### config.mk
export PLATFORM = sky130hd
export DESIGN_NAME = hsts_top
export DESIGN_NICKNAME = d
export VERILOG_FILES = /design/src/design/hsts_pkg.sv /design/src/design/hsts_top.sv /design/src/design/hsts_sync.sv /design/src/design/hsts_detect.sv
export VERILOG_INCLUDE_DIRS = /design/src /design/src/design
export SDC_FILE = /design/constraint.sdc
export NUM_CORES = 1
export LEC_CHECK = 0
export ABC_CLOCK_PERIOD_IN_PS = 2100
export BUFFER_PORTS_ARGS = -buffer_cell sky130_fd_sc_hd__buf_4
export CORE_MARGIN = 4
export CORE_UTILIZATION = 40
export DETAILED_ROUTE_END_ITERATION = 7
export PLACE_DENSITY_LB_ADDON = 0.3
export SLEW_MARGIN = 0
export SYNTH_ARGS = -nofsm -noshare
export SYNTH_HDL_FRONTEND = slang
export SYNTH_HIERARCHICAL = 1
export SYNTH_SLANG_ARGS = --single-unit
export TNS_END_PERCENT = 1
### constraint.sdc
create_clock -name pclk -period 2.1 [get_ports pclk]
set_input_delay 0.525 -clock pclk [delete_from_list [all_inputs] [get_ports pclk]]
set_output_delay 0.525 -clock pclk [all_outputs]
set_load 0.02 [all_outputs]
### src/design/hsts_consts.svh
// Constants for the handshake input status block
// Assumes inclusion by bare name from design files
`ifndef HSTS_CONSTS_SVH
`define HSTS_CONSTS_SVH

// ----------------------------------------------------------------
// Register offsets (byte addresses)
// ----------------------------------------------------------------
`define HSTS_STATUS_OFS   32'h4000_8018
`define HSTS_CONTROL_OFS  32'h4000_801C
`define HSTS_LEVEL_OFS    32'h4000_8020

// ----------------------------------------------------------------
// Status field positions
// ----------------------------------------------------------------
`define HSTS_CTS_CHG_BIT  0
`define HSTS_DSR_CHG_BIT  1
`define HSTS_RI_RISE_BIT  2
`define HSTS_DCD_CHG_BIT  3
`define HSTS_CTS_LVL_BIT  4
`define HSTS_DSR_LVL_BIT  5
`define HSTS_RI_LVL_BIT   6
`define HSTS_DCD_LVL_BIT  7

// ----------------------------------------------------------------
// Control field positions
// ----------------------------------------------------------------
`define HSTS_CTL_DTR_BIT  0
`define HSTS_CTL_RTS_BIT  1
`define HSTS_CTL_OUT1_BIT 2
`define HSTS_CTL_OUT2_BIT 3
`define HSTS_CTL_LOOP_BIT 4

// ----------------------------------------------------------------
// Reset values
// ----------------------------------------------------------------
`define HSTS_FLAGS_RST    4'h0
`define HSTS_CONTROL_RST  5'h00
`define HSTS_SYNC_RST     4'hF
`define HSTS_LEVEL_RST    4'h0

`endif

### src/design/hsts_pkg.sv
// Types for the handshake input status block
// Assumes the consts header is compiled alongside
package hsts_pkg;

  // ----------------------------------------------------------------
  // Four modem input lines, order CTS, DSR, RI, DCD as bits 0..3
  // ----------------------------------------------------------------
  typedef struct packed {
    logic dcd;
    logic ri;
    logic dsr;
    logic cts;
  } hsts_lines_t;

  // ----------------------------------------------------------------
  // APB request and answer
  // ----------------------------------------------------------------
  typedef struct packed {
    logic        psel;
    logic        penable;
    logic        pwrite;
    logic [31:0] paddr;
    logic [31:0] pwdata;
  } hsts_apb_req_t;

  typedef struct packed {
    logic        pready;
    logic        pslverr;
    logic [31:0] prdata;
  } hsts_apb_rsp_t;

  // ----------------------------------------------------------------
  // Bus slave states
  // ----------------------------------------------------------------
  typedef enum logic [1:0] {
    HSTS_IDLE   = 2'b01,
    HSTS_ACCESS = 2'b10
  } hsts_state_t;

endpackage

### src/design/hsts_top.sv
// Handshake input status register block with APB slave
// Assumes APB master on pclk; modem pins asynchronous
//
// Notes on behaviour
// Status register is read-only; writes leave it unchanged.
// Bit 0 sets on any CTS change, clears on read, resets zero.
// Bit 1 sets on any DSR change, clears on read, resets zero.
// Bit 2 sets only on RI rising; clears on read.
// Bit 3 sets on any DCD change, clears on read.
// Bit 4 is inverted CTS pin, or control bit 1 in loopback.
// Bit 5 is inverted DSR pin, or control bit 0 in loopback.
// Bit 6 is inverted RI pin, or control bit 2 in loopback.
// Bit 7 is inverted DCD pin, or control bit 3 in loopback.
// Flags clear after the read, which returns old values.
// Inputs synchronised; event during clearing read keeps its flag.
`timescale 1ns/10ps
`include "hsts_consts.svh"
module hsts_top
  import hsts_pkg::*;
(
  // Clock and reset
  input  wire logic        pclk,
  input  wire logic        presetn,
  // APB slave
  input  wire logic        psel,
  input  wire logic        penable,
  input  wire logic        pwrite,
  input  wire logic [31:0] paddr,
  input  wire logic [31:0] pwdata,
  input  wire logic [3:0]  pstrb,
  output logic             pready,
  output logic             pslverr,
  output logic [31:0]      prdata,
  // Modem input pins
  input  wire logic        cts_pin,
  input  wire logic        dsr_pin,
  input  wire logic        ri_pin,
  input  wire logic        dcd_pin,
  // Modem output pins
  output logic             dtr_pin,
  output logic             rts_pin,
  output logic             out1_pin,
  output logic             out2_pin
);

  hsts_apb_req_t req_w;
  hsts_apb_rsp_t rsp_q;
  hsts_state_t   state_q;
  hsts_lines_t   pins_w;
  hsts_lines_t   sync_w;
  hsts_lines_t   status_lvl_w;
  logic [3:0]    flags_w;
  logic [4:0]    ctl_q;
  logic          loop_w;
  logic          access_w;
  logic          rd_status_w;
  logic [3:0]    clr_mask_w;
  logic          wr_ctl_w;
  logic          mapped_w;
  logic [7:0]    status_w;

  // ----------------------------------------------------------------
  // Bus request bundle
  // ----------------------------------------------------------------
  always_comb begin
    req_w.psel    = psel;
    req_w.penable = penable;
    req_w.pwrite  = pwrite;
    req_w.paddr   = paddr;
    req_w.pwdata  = pwdata;
  end

  // ----------------------------------------------------------------
  // Pin synchronisers
  // ----------------------------------------------------------------
  always_comb begin
    pins_w.cts = cts_pin;
    pins_w.dsr = dsr_pin;
    pins_w.ri  = ri_pin;
    pins_w.dcd = dcd_pin;
  end

  hsts_sync u_sync (
    .pclk    (pclk),
    .presetn (presetn),
    .pins    (pins_w),
    .sync_q  (sync_w)
  );

  // ----------------------------------------------------------------
  // Status levels: inverted pins, or control outputs in loopback
  // ----------------------------------------------------------------
  assign loop_w = ctl_q[`HSTS_CTL_LOOP_BIT];

  always_comb begin
    if (loop_w) begin
      status_lvl_w.cts = ctl_q[`HSTS_CTL_RTS_BIT];
      status_lvl_w.dsr = ctl_q[`HSTS_CTL_DTR_BIT];
      status_lvl_w.ri  = ctl_q[`HSTS_CTL_OUT1_BIT];
      status_lvl_w.dcd = ctl_q[`HSTS_CTL_OUT2_BIT];
    end else begin
      status_lvl_w.cts = ~sync_w.cts;
      status_lvl_w.dsr = ~sync_w.dsr;
      status_lvl_w.ri  = ~sync_w.ri;
      status_lvl_w.dcd = ~sync_w.dcd;
    end
  end

  // ----------------------------------------------------------------
  // Change flags
  // ----------------------------------------------------------------
  hsts_detect u_detect (
    .pclk    (pclk),
    .presetn (presetn),
    .lvl     (status_lvl_w),
    .clear   (clr_mask_w),
    .flags_q (flags_w)
  );

  assign status_w = {status_lvl_w, flags_w};

  // ----------------------------------------------------------------
  // Address decode
  // ----------------------------------------------------------------
  assign access_w = req_w.psel & req_w.penable &
                    (state_q == HSTS_ACCESS);
  assign mapped_w = (req_w.paddr == `HSTS_STATUS_OFS) |
                    (req_w.paddr == `HSTS_CONTROL_OFS) |
                    (req_w.paddr == `HSTS_LEVEL_OFS);
  assign rd_status_w = access_w & ~req_w.pwrite &
                       (req_w.paddr == `HSTS_STATUS_OFS);
  // Clear only flags the read reported; later events stay pending
  assign clr_mask_w = {4{rd_status_w}} & rsp_q.prdata[3:0];
  assign wr_ctl_w = access_w & req_w.pwrite & pstrb[0] &
                    (req_w.paddr == `HSTS_CONTROL_OFS);

  // ----------------------------------------------------------------
  // Slave state: setup cycle, then one access cycle
  // ----------------------------------------------------------------
  always_ff @(posedge pclk or negedge presetn) begin
    if (!presetn) begin
      state_q <= HSTS_IDLE;
    end else begin
      case (state_q)
        HSTS_IDLE: begin
          if (req_w.psel && !req_w.penable) begin
            state_q <= HSTS_ACCESS;
          end
        end
        HSTS_ACCESS: begin
          state_q <= HSTS_IDLE;
        end
        default: begin
          state_q <= HSTS_IDLE;
        end
      endcase
    end
  end

  // ----------------------------------------------------------------
  // Read data, latched at end of setup so access shows old flags
  // ----------------------------------------------------------------
  always_ff @(posedge pclk or negedge presetn) begin
    if (!presetn) begin
      rsp_q <= '0;
    end else if (req_w.psel && !req_w.penable) begin
      rsp_q.pslverr <= ~mapped_w;
      rsp_q.pready  <= 1'b1;
      if (req_w.pwrite) begin
        rsp_q.prdata <= 32'h0000_0000;
      end else if (req_w.paddr == `HSTS_STATUS_OFS) begin
        rsp_q.prdata <= {24'h00_0000, status_w};
      end else if (req_w.paddr == `HSTS_CONTROL_OFS) begin
        rsp_q.prdata <= {27'h000_0000, ctl_q};
      end else if (req_w.paddr == `HSTS_LEVEL_OFS) begin
        rsp_q.prdata <= {28'h000_0000, sync_w};
      end else begin
        rsp_q.prdata <= 32'h0000_0000;
      end
    end else if (access_w) begin
      rsp_q.pready <= 1'b0;
    end
  end

  assign pready  = (state_q == HSTS_ACCESS) & rsp_q.pready;
  assign pslverr = (state_q == HSTS_ACCESS) & rsp_q.pslverr;
  assign prdata  = rsp_q.prdata;

  // ----------------------------------------------------------------
  // Handshake output control register; status takes no writes
  // ----------------------------------------------------------------
  always_ff @(posedge pclk or negedge presetn) begin
    if (!presetn) begin
      ctl_q <= `HSTS_CONTROL_RST;
    end else if (wr_ctl_w) begin
      ctl_q <= req_w.pwdata[4:0];
    end
  end

  // ----------------------------------------------------------------
  // Modem outputs, active low, held inactive in loopback
  // ----------------------------------------------------------------
  always_ff @(posedge pclk or negedge presetn) begin
    if (!presetn) begin
      dtr_pin  <= 1'b1;
      rts_pin  <= 1'b1;
      out1_pin <= 1'b1;
      out2_pin <= 1'b1;
    end else begin
      dtr_pin  <= loop_w | ~ctl_q[`HSTS_CTL_DTR_BIT];
      rts_pin  <= loop_w | ~ctl_q[`HSTS_CTL_RTS_BIT];
      out1_pin <= loop_w | ~ctl_q[`HSTS_CTL_OUT1_BIT];
      out2_pin <= loop_w | ~ctl_q[`HSTS_CTL_OUT2_BIT];
    end
  end

endmodule

### src/design/hsts_sync.sv
// Two-flop synchroniser, one per modem input line
// Assumes asynchronous pin levels and idle-high lines
`timescale 1ns/10ps
`include "hsts_consts.svh"
module hsts_sync
  import hsts_pkg::*;
(
  // Clock and reset
  input  wire logic        pclk,
  input  wire logic        presetn,
  // Lines
  input  wire hsts_lines_t pins,
  output hsts_lines_t      sync_q
);

  hsts_lines_t meta_q;

  // ----------------------------------------------------------------
  // Two stages per bit
  // ----------------------------------------------------------------
  genvar i;
  generate
    for (i = 0; i < 4; i++) begin : g_bit
      always_ff @(posedge pclk or negedge presetn) begin
        if (!presetn) begin
          meta_q[i] <= 1'b1;
          sync_q[i] <= 1'b1;
        end else begin
          meta_q[i] <= pins[i];
          sync_q[i] <= meta_q[i];
        end
      end
    end
  endgenerate

endmodule

### src/design/hsts_detect.sv
// Change detection and sticky flags for the modem inputs
// Assumes synchronised inputs and a one-cycle per-flag clear mask
`timescale 1ns/10ps
`include "hsts_consts.svh"
module hsts_detect
  import hsts_pkg::*;
(
  // Clock and reset
  input  wire logic        pclk,
  input  wire logic        presetn,
  // Observed levels and clear
  input  wire hsts_lines_t lvl,
  input  wire logic [3:0]  clear,
  // Flags
  output logic [3:0]       flags_q
);

  hsts_lines_t prev_q;
  logic [3:0]  event_w;

  // ----------------------------------------------------------------
  // Previous sample
  // ----------------------------------------------------------------
  always_ff @(posedge pclk or negedge presetn) begin
    if (!presetn) begin
      prev_q <= `HSTS_LEVEL_RST;
    end else begin
      prev_q <= lvl;
    end
  end

  // ----------------------------------------------------------------
  // Events: both edges, ring on its input rising (status bit falls)
  // ----------------------------------------------------------------
  always_comb begin
    event_w[`HSTS_CTS_CHG_BIT] = lvl.cts ^ prev_q.cts;
    event_w[`HSTS_DSR_CHG_BIT] = lvl.dsr ^ prev_q.dsr;
    event_w[`HSTS_RI_RISE_BIT] = ~lvl.ri & prev_q.ri;
    event_w[`HSTS_DCD_CHG_BIT] = lvl.dcd ^ prev_q.dcd;
  end

  // ----------------------------------------------------------------
  // Sticky flags, set wins over clear
  // ----------------------------------------------------------------
  genvar i;
  generate
    for (i = 0; i < 4; i++) begin : g_flag
      always_ff @(posedge pclk or negedge presetn) begin
        if (!presetn) begin
          flags_q[i] <= 1'b0;
        end else if (event_w[i]) begin
          flags_q[i] <= 1'b1;
        end else if (clear[i]) begin
          flags_q[i] <= 1'b0;
        end
      end
    end
  endgenerate

endmodule

# == Word level (Yosys, flattened, before mapping) ==
# Index checks and enable logic that the tools add are counted.
# classes
eq_ne,6
n_mux,17
bitwise_logic,31
reduce_logical,7
# op_table
op,count
"equality test 32 x 31 -> 1 bit, second input constant",3
2-to-1 mux 32 bit,3
NOT 1 bit,11
AND 1 bit,10
2-to-1 mux 1 bit,10
nonzero test 2 bit,5
2-to-1 mux 4 bit,2
bitwise OR 1 bit,6
AND 4 bit,1
2-to-1 mux 2 bit,2
bitwise XOR 1 bit,3
"equality test 2 x 1 -> 1 bit, second input constant",1
"equality test 2 bit, second input constant",1
"!= test 2 bit, second input constant",1
logical AND 1 bit,1
logical NOT 1 bit,1
# word_totals
regBits,61
inputBits,77
output_inout_bits,38
word_cells,86

# == Logic depth before layout (Yosys ltp) ==
# logic_depth
ltp_word,7
ltp_mapped,5
ltp_nobuf,5

# == Hierarchy ==
# Netlist, hierarchy kept.
# modules_own_cells
mod,instances,cells_per_inst,area_each_um2,seq_area_each_um2
hsts_top,1,148,1395.1,531.8
hsts_detect,1,20,266.5,200.2
hsts_sync,1,8,210.2,210.2

# == Worst setup path before layout ==
# OpenSTA, ideal clock, no wires.
# synth_path
kind,input -> register
start,input paddr[6]
end,register ctl_q[0]
setup_time_ns,0.125
arrival_ns,1.757
required_time_ns,1.975
setup_slack_ns,0.218
cell_stages,4
n_path_buf,0
path_cell_list,nor4_2 nand4_2 nor4_4 mux2_2
# synth_via
elab_chain_len,2
# synth_lines
item,line_no,text
start: declaration,hsts_top.sv:28,"input wire logic [31:0] paddr,"
equality test 32 x 31 -> 1 bit (no source line),-,
AND 1 bit,hsts_top.sv:134,assign wr_ctl_w = access_w & req_w.pwrite & pstrb[0] &
end signal: assignment,hsts_top.sv:194,ctl_q <= `HSTS_CONTROL_RST;
end signal: assignment,hsts_top.sv:196,ctl_q <= req_w.pwdata[4:0];
end: declaration,hsts_top.sv:53,logic [4:0] ctl_q;
# No other way between the ends.
# A chain may end at the register's enable or synchronous reset.

# == Worst setup path after layout ==
# layout_path
start,input paddr[1]
end,register ctl_q[2]
# The elaborated chain is that of the path after synthesis.

==> metrics.txt <==
H-Tree Depth=2; Clock power frac=35.7%; critical path class=primary input to flop; Worst Hold Class=primary input to async pin; FF-to-FF setup slack=0.49 ns; Max-Cap Viols=0; ys async rst share=100%; Final period util=86.4%; register bit count reported by yosys=37; die area=5840 um^2; VDD IR max=443 uV; final cell count without fillers=288; Setup Buffers After CTS=0; vias in the first global route=1319; outcome=finished, final reports clean; Ant. Diodes=0; CP Launch Type=primary input; DP Wirelength=2960 um; Int Pwr=0.00108 W; Layout Utilization=53.0%; Post-synth EDFFs=0; I/O pin cnt=115; Clock Sink Count=37; GR Overflow Total=0; via density per instance=4.63; CP required=2.27 ns; Gate power share=12.1%; post_cts resized=0; Routed wire per std cell=13.2 um; CP Capture Type=flop; Placed Instances=280; sequential share of power=52.1%; first-iteration detailed-routing DRC count=85; Post-CTS Hold Fix Bufs=0; crit path time final=1.81 ns; CTS tree=yes; Post-Syn Instances=176; die height=76.4 um; switching part of the total=24.4%; Root Buffer=clkbuf_8; clock-pin slew on the worst setup and hold paths=0.07 ns; initial cell density of the core=42.1%; largest net degree at the start of global routing=38; PortBufs=60; register area share after synthesis=50.3%; row cnt=24; gr usage total=13.4%; reg-to-reg endpoint=u_detect/flags_q[2]$_DFFE_PN0P_; total CTS buffers=5; clock buffer depth=2; NetSw=0.000348 W; pre-CTS setup slack=-0.0424 ns; CP max FO=5; Critical Path AT=1.98 ns; worst flop-to-flop path startpoint=state_q[0]$_DFFE_PN1P_; syn_area_per_cell=10.6 um^2; Core ar.=4440 um^2; first-pass GRT wire length=6220 um; share of layout cells above drive strength 1=41.9%; Synth cell types=36; P_leak=1.14 nW; Hold Vio Cnt, Final=0; final setup violation count=0; top_reg_cell synth=dfrtp_1; fin nets=312; DRC violations left=0; FMAX=0.551 GHz; RSZ-0062 raised after global routing=no; Worst R2R Path Depth=6; vias=1334; area of the mapped netlist=1870 um^2; PwrDens=607 nW/um^2; 1st-pass router iterations=5; Post-Route Skew=0.00810 ns; Die X=76.4 um; setup slack after layout=0.285 ns; clock latency on the worst-skew pair=0.29 ns; DRT antenna net count=0; Total Wirelength=3790 um; Total Neg Setup Slack=0 ns; Slew Limit Fails=0; synth warn=6; Area growth syn-to-layout=25.7%; RePlAce Congestion=0.763; antenna violations before repair=0
per-layer routing:
metal / share of wire [%] / vias to the layer above / track usage, % / wire length (um)
li1: - / 652 / - / -
met1: 41 / 636 / 16.5 / 1570
met2: 51 / 39 / 22.2 / 1950
met3: 5.8 / 7 / 3.78 / 218
met4: 1.3 / 0 / 4.89 / 51
met5: 0 / - / 0 / 0
cell usage in the layout, fill, tap and decap left out:
master     n
nor2b_1    3
clkbuf_8   6
nor4b_1    1
buf_4     66
nand3b_1   1
nand3_1    4
nor4b_2    1
nor4_2     2
inv_1      8
clkinv_2   1
nand2_1   15
clkinv_4   1
o21ai_1    3
and3b_1    1
nand2b_1   5
nor4_1     4
a21oi_1    4
nand4_2    1
or3_1      2
nand4b_1   1
or3b_2     1
nor4b_4    1
mux2i_1    6
and2_1     6
nand4_1    1
o21ai_0    6
mux2_2     5
conb_1    24
nor2_1     8
nor4_4     1
xnor2_1    3
o31ai_1    5
o22ai_1    1
nor3_1     1
dfrtp_1   24
dfstp_2   13
kinds of logic (layout without fill, tap and decap cells):
| group | after synthesis | after routing | share of synthesized area [%] |
|---|---|---|---|
| and+or+nand+nor | 60 | 60 | 20.5 |
| buffers and inverters | 45 | 82 | 15.6 |
| DFF | 37 | 37 | 50.3 |
| AOI/OAI and AO/OA | 19 | 19 | 5.82 |
| muxes | 11 | 11 | 6.22 |
| xor gates and xnor gates | 3 | 3 | 1.40 |
| other | 1 | 24 | 0.200 |
critical path: stages:
cell     delay [ns]
buf_4          0.11
nor4_2         0.32
nand4_2        0.21
nor4_4         0.30
buf_4          0.18
mux2_2         0.33
worst max-delay path by stage:
stage                   start  slack [ns]                   end  cells past startpoint
global route        paddr[19]        0.19  ctl_q[2]$_DFFE_PN0P_                      6
detailed placement   paddr[1]       -0.04  ctl_q[4]$_DFFE_PN0P_                      6
CTS                  paddr[1]        0.28  ctl_q[2]$_DFFE_PN0P_                      6
global placement     paddr[1]       -0.02  ctl_q[2]$_DFFE_PN0P_                      6
finish               paddr[1]        0.29  ctl_q[2]$_DFFE_PN0P_                      6
floorplan            paddr[6]        0.22  ctl_q[0]$_DFFE_PN0P_                      4
through the flow:
step	instance area, um^2	total power [W]	hold WS, ns
2_1_floorplan	1960	0.000868	0.229
3_3_place_gp	2260	0.000930	0.346
3_5_place_dp	2260	0.000931	0.347
4_1_cts	2350	0.00146	0.191
5_1_grt	2350	0.00151	0.205
6_report	2350	0.00143	0.180
power groups by stage:
stage / Clock, W / Sequential [W] / Combinational, W
after floorplan: 0 / 0.000755 / 0.000113
after global placement: 0 / 0.000757 / 0.000173
after detailed placement: 0 / 0.000757 / 0.000174
after CTS: 0.000542 / 0.000744 / 0.000174
after global routing: 0.000573 / 0.000747 / 0.000191
final: 0.000510 / 0.000745 / 0.000173
cells in the mapped netlist, types with 2 or more instances:
cell type | number | area, um^2
clkbuf_1 | 3 | 11.3
nand2b_1 | 5 | 31.3
nor4_1 | 4 | 25.0
o31ai_1 | 5 | 37.5
xnor2_1 | 3 | 26.3
nor2_1 | 8 | 30.0
dfrtp_1 | 24 | 601
inv_1 | 8 | 30.0
dfstp_2 | 13 | 342
and2_1 | 6 | 37.5
nand3_1 | 4 | 20.0
nand2_1 | 15 | 56.3
o21ai_0 | 6 | 30.0
or3_1 | 2 | 12.5
mux2i_1 | 6 | 60.1
a21oi_1 | 4 | 20.0
nor4_2 | 2 | 25.0
o21ai_1 | 3 | 15.0
mux2_2 | 5 | 56.3
nor2b_1 | 3 | 18.8
buf_4 | 32 | 240
state kept, by name, indices dropped and copies added, names as in the netlist:
signal	cells
ctl_q	5
dtr_pin	1
out1_pin	1
out2_pin	1
prdata	8
rsp_q	2
rts_pin	1
state_q	2
u_detect/flags_q	4
u_detect/prev_q	4
u_sync/meta_q	4
u_sync/sync_q	4
layout make-up:
cell class                 count  area [um^2]
clock inverter                 2         13.8
clock buffer                   6         82.6
fill                         406         2090
sequential                    37          942
timing repair buffer          66          495
tap                           52         65.1
multi-input combinational    117          724
inverter                       8         30.0
Power figures use the tool's default switching activity.
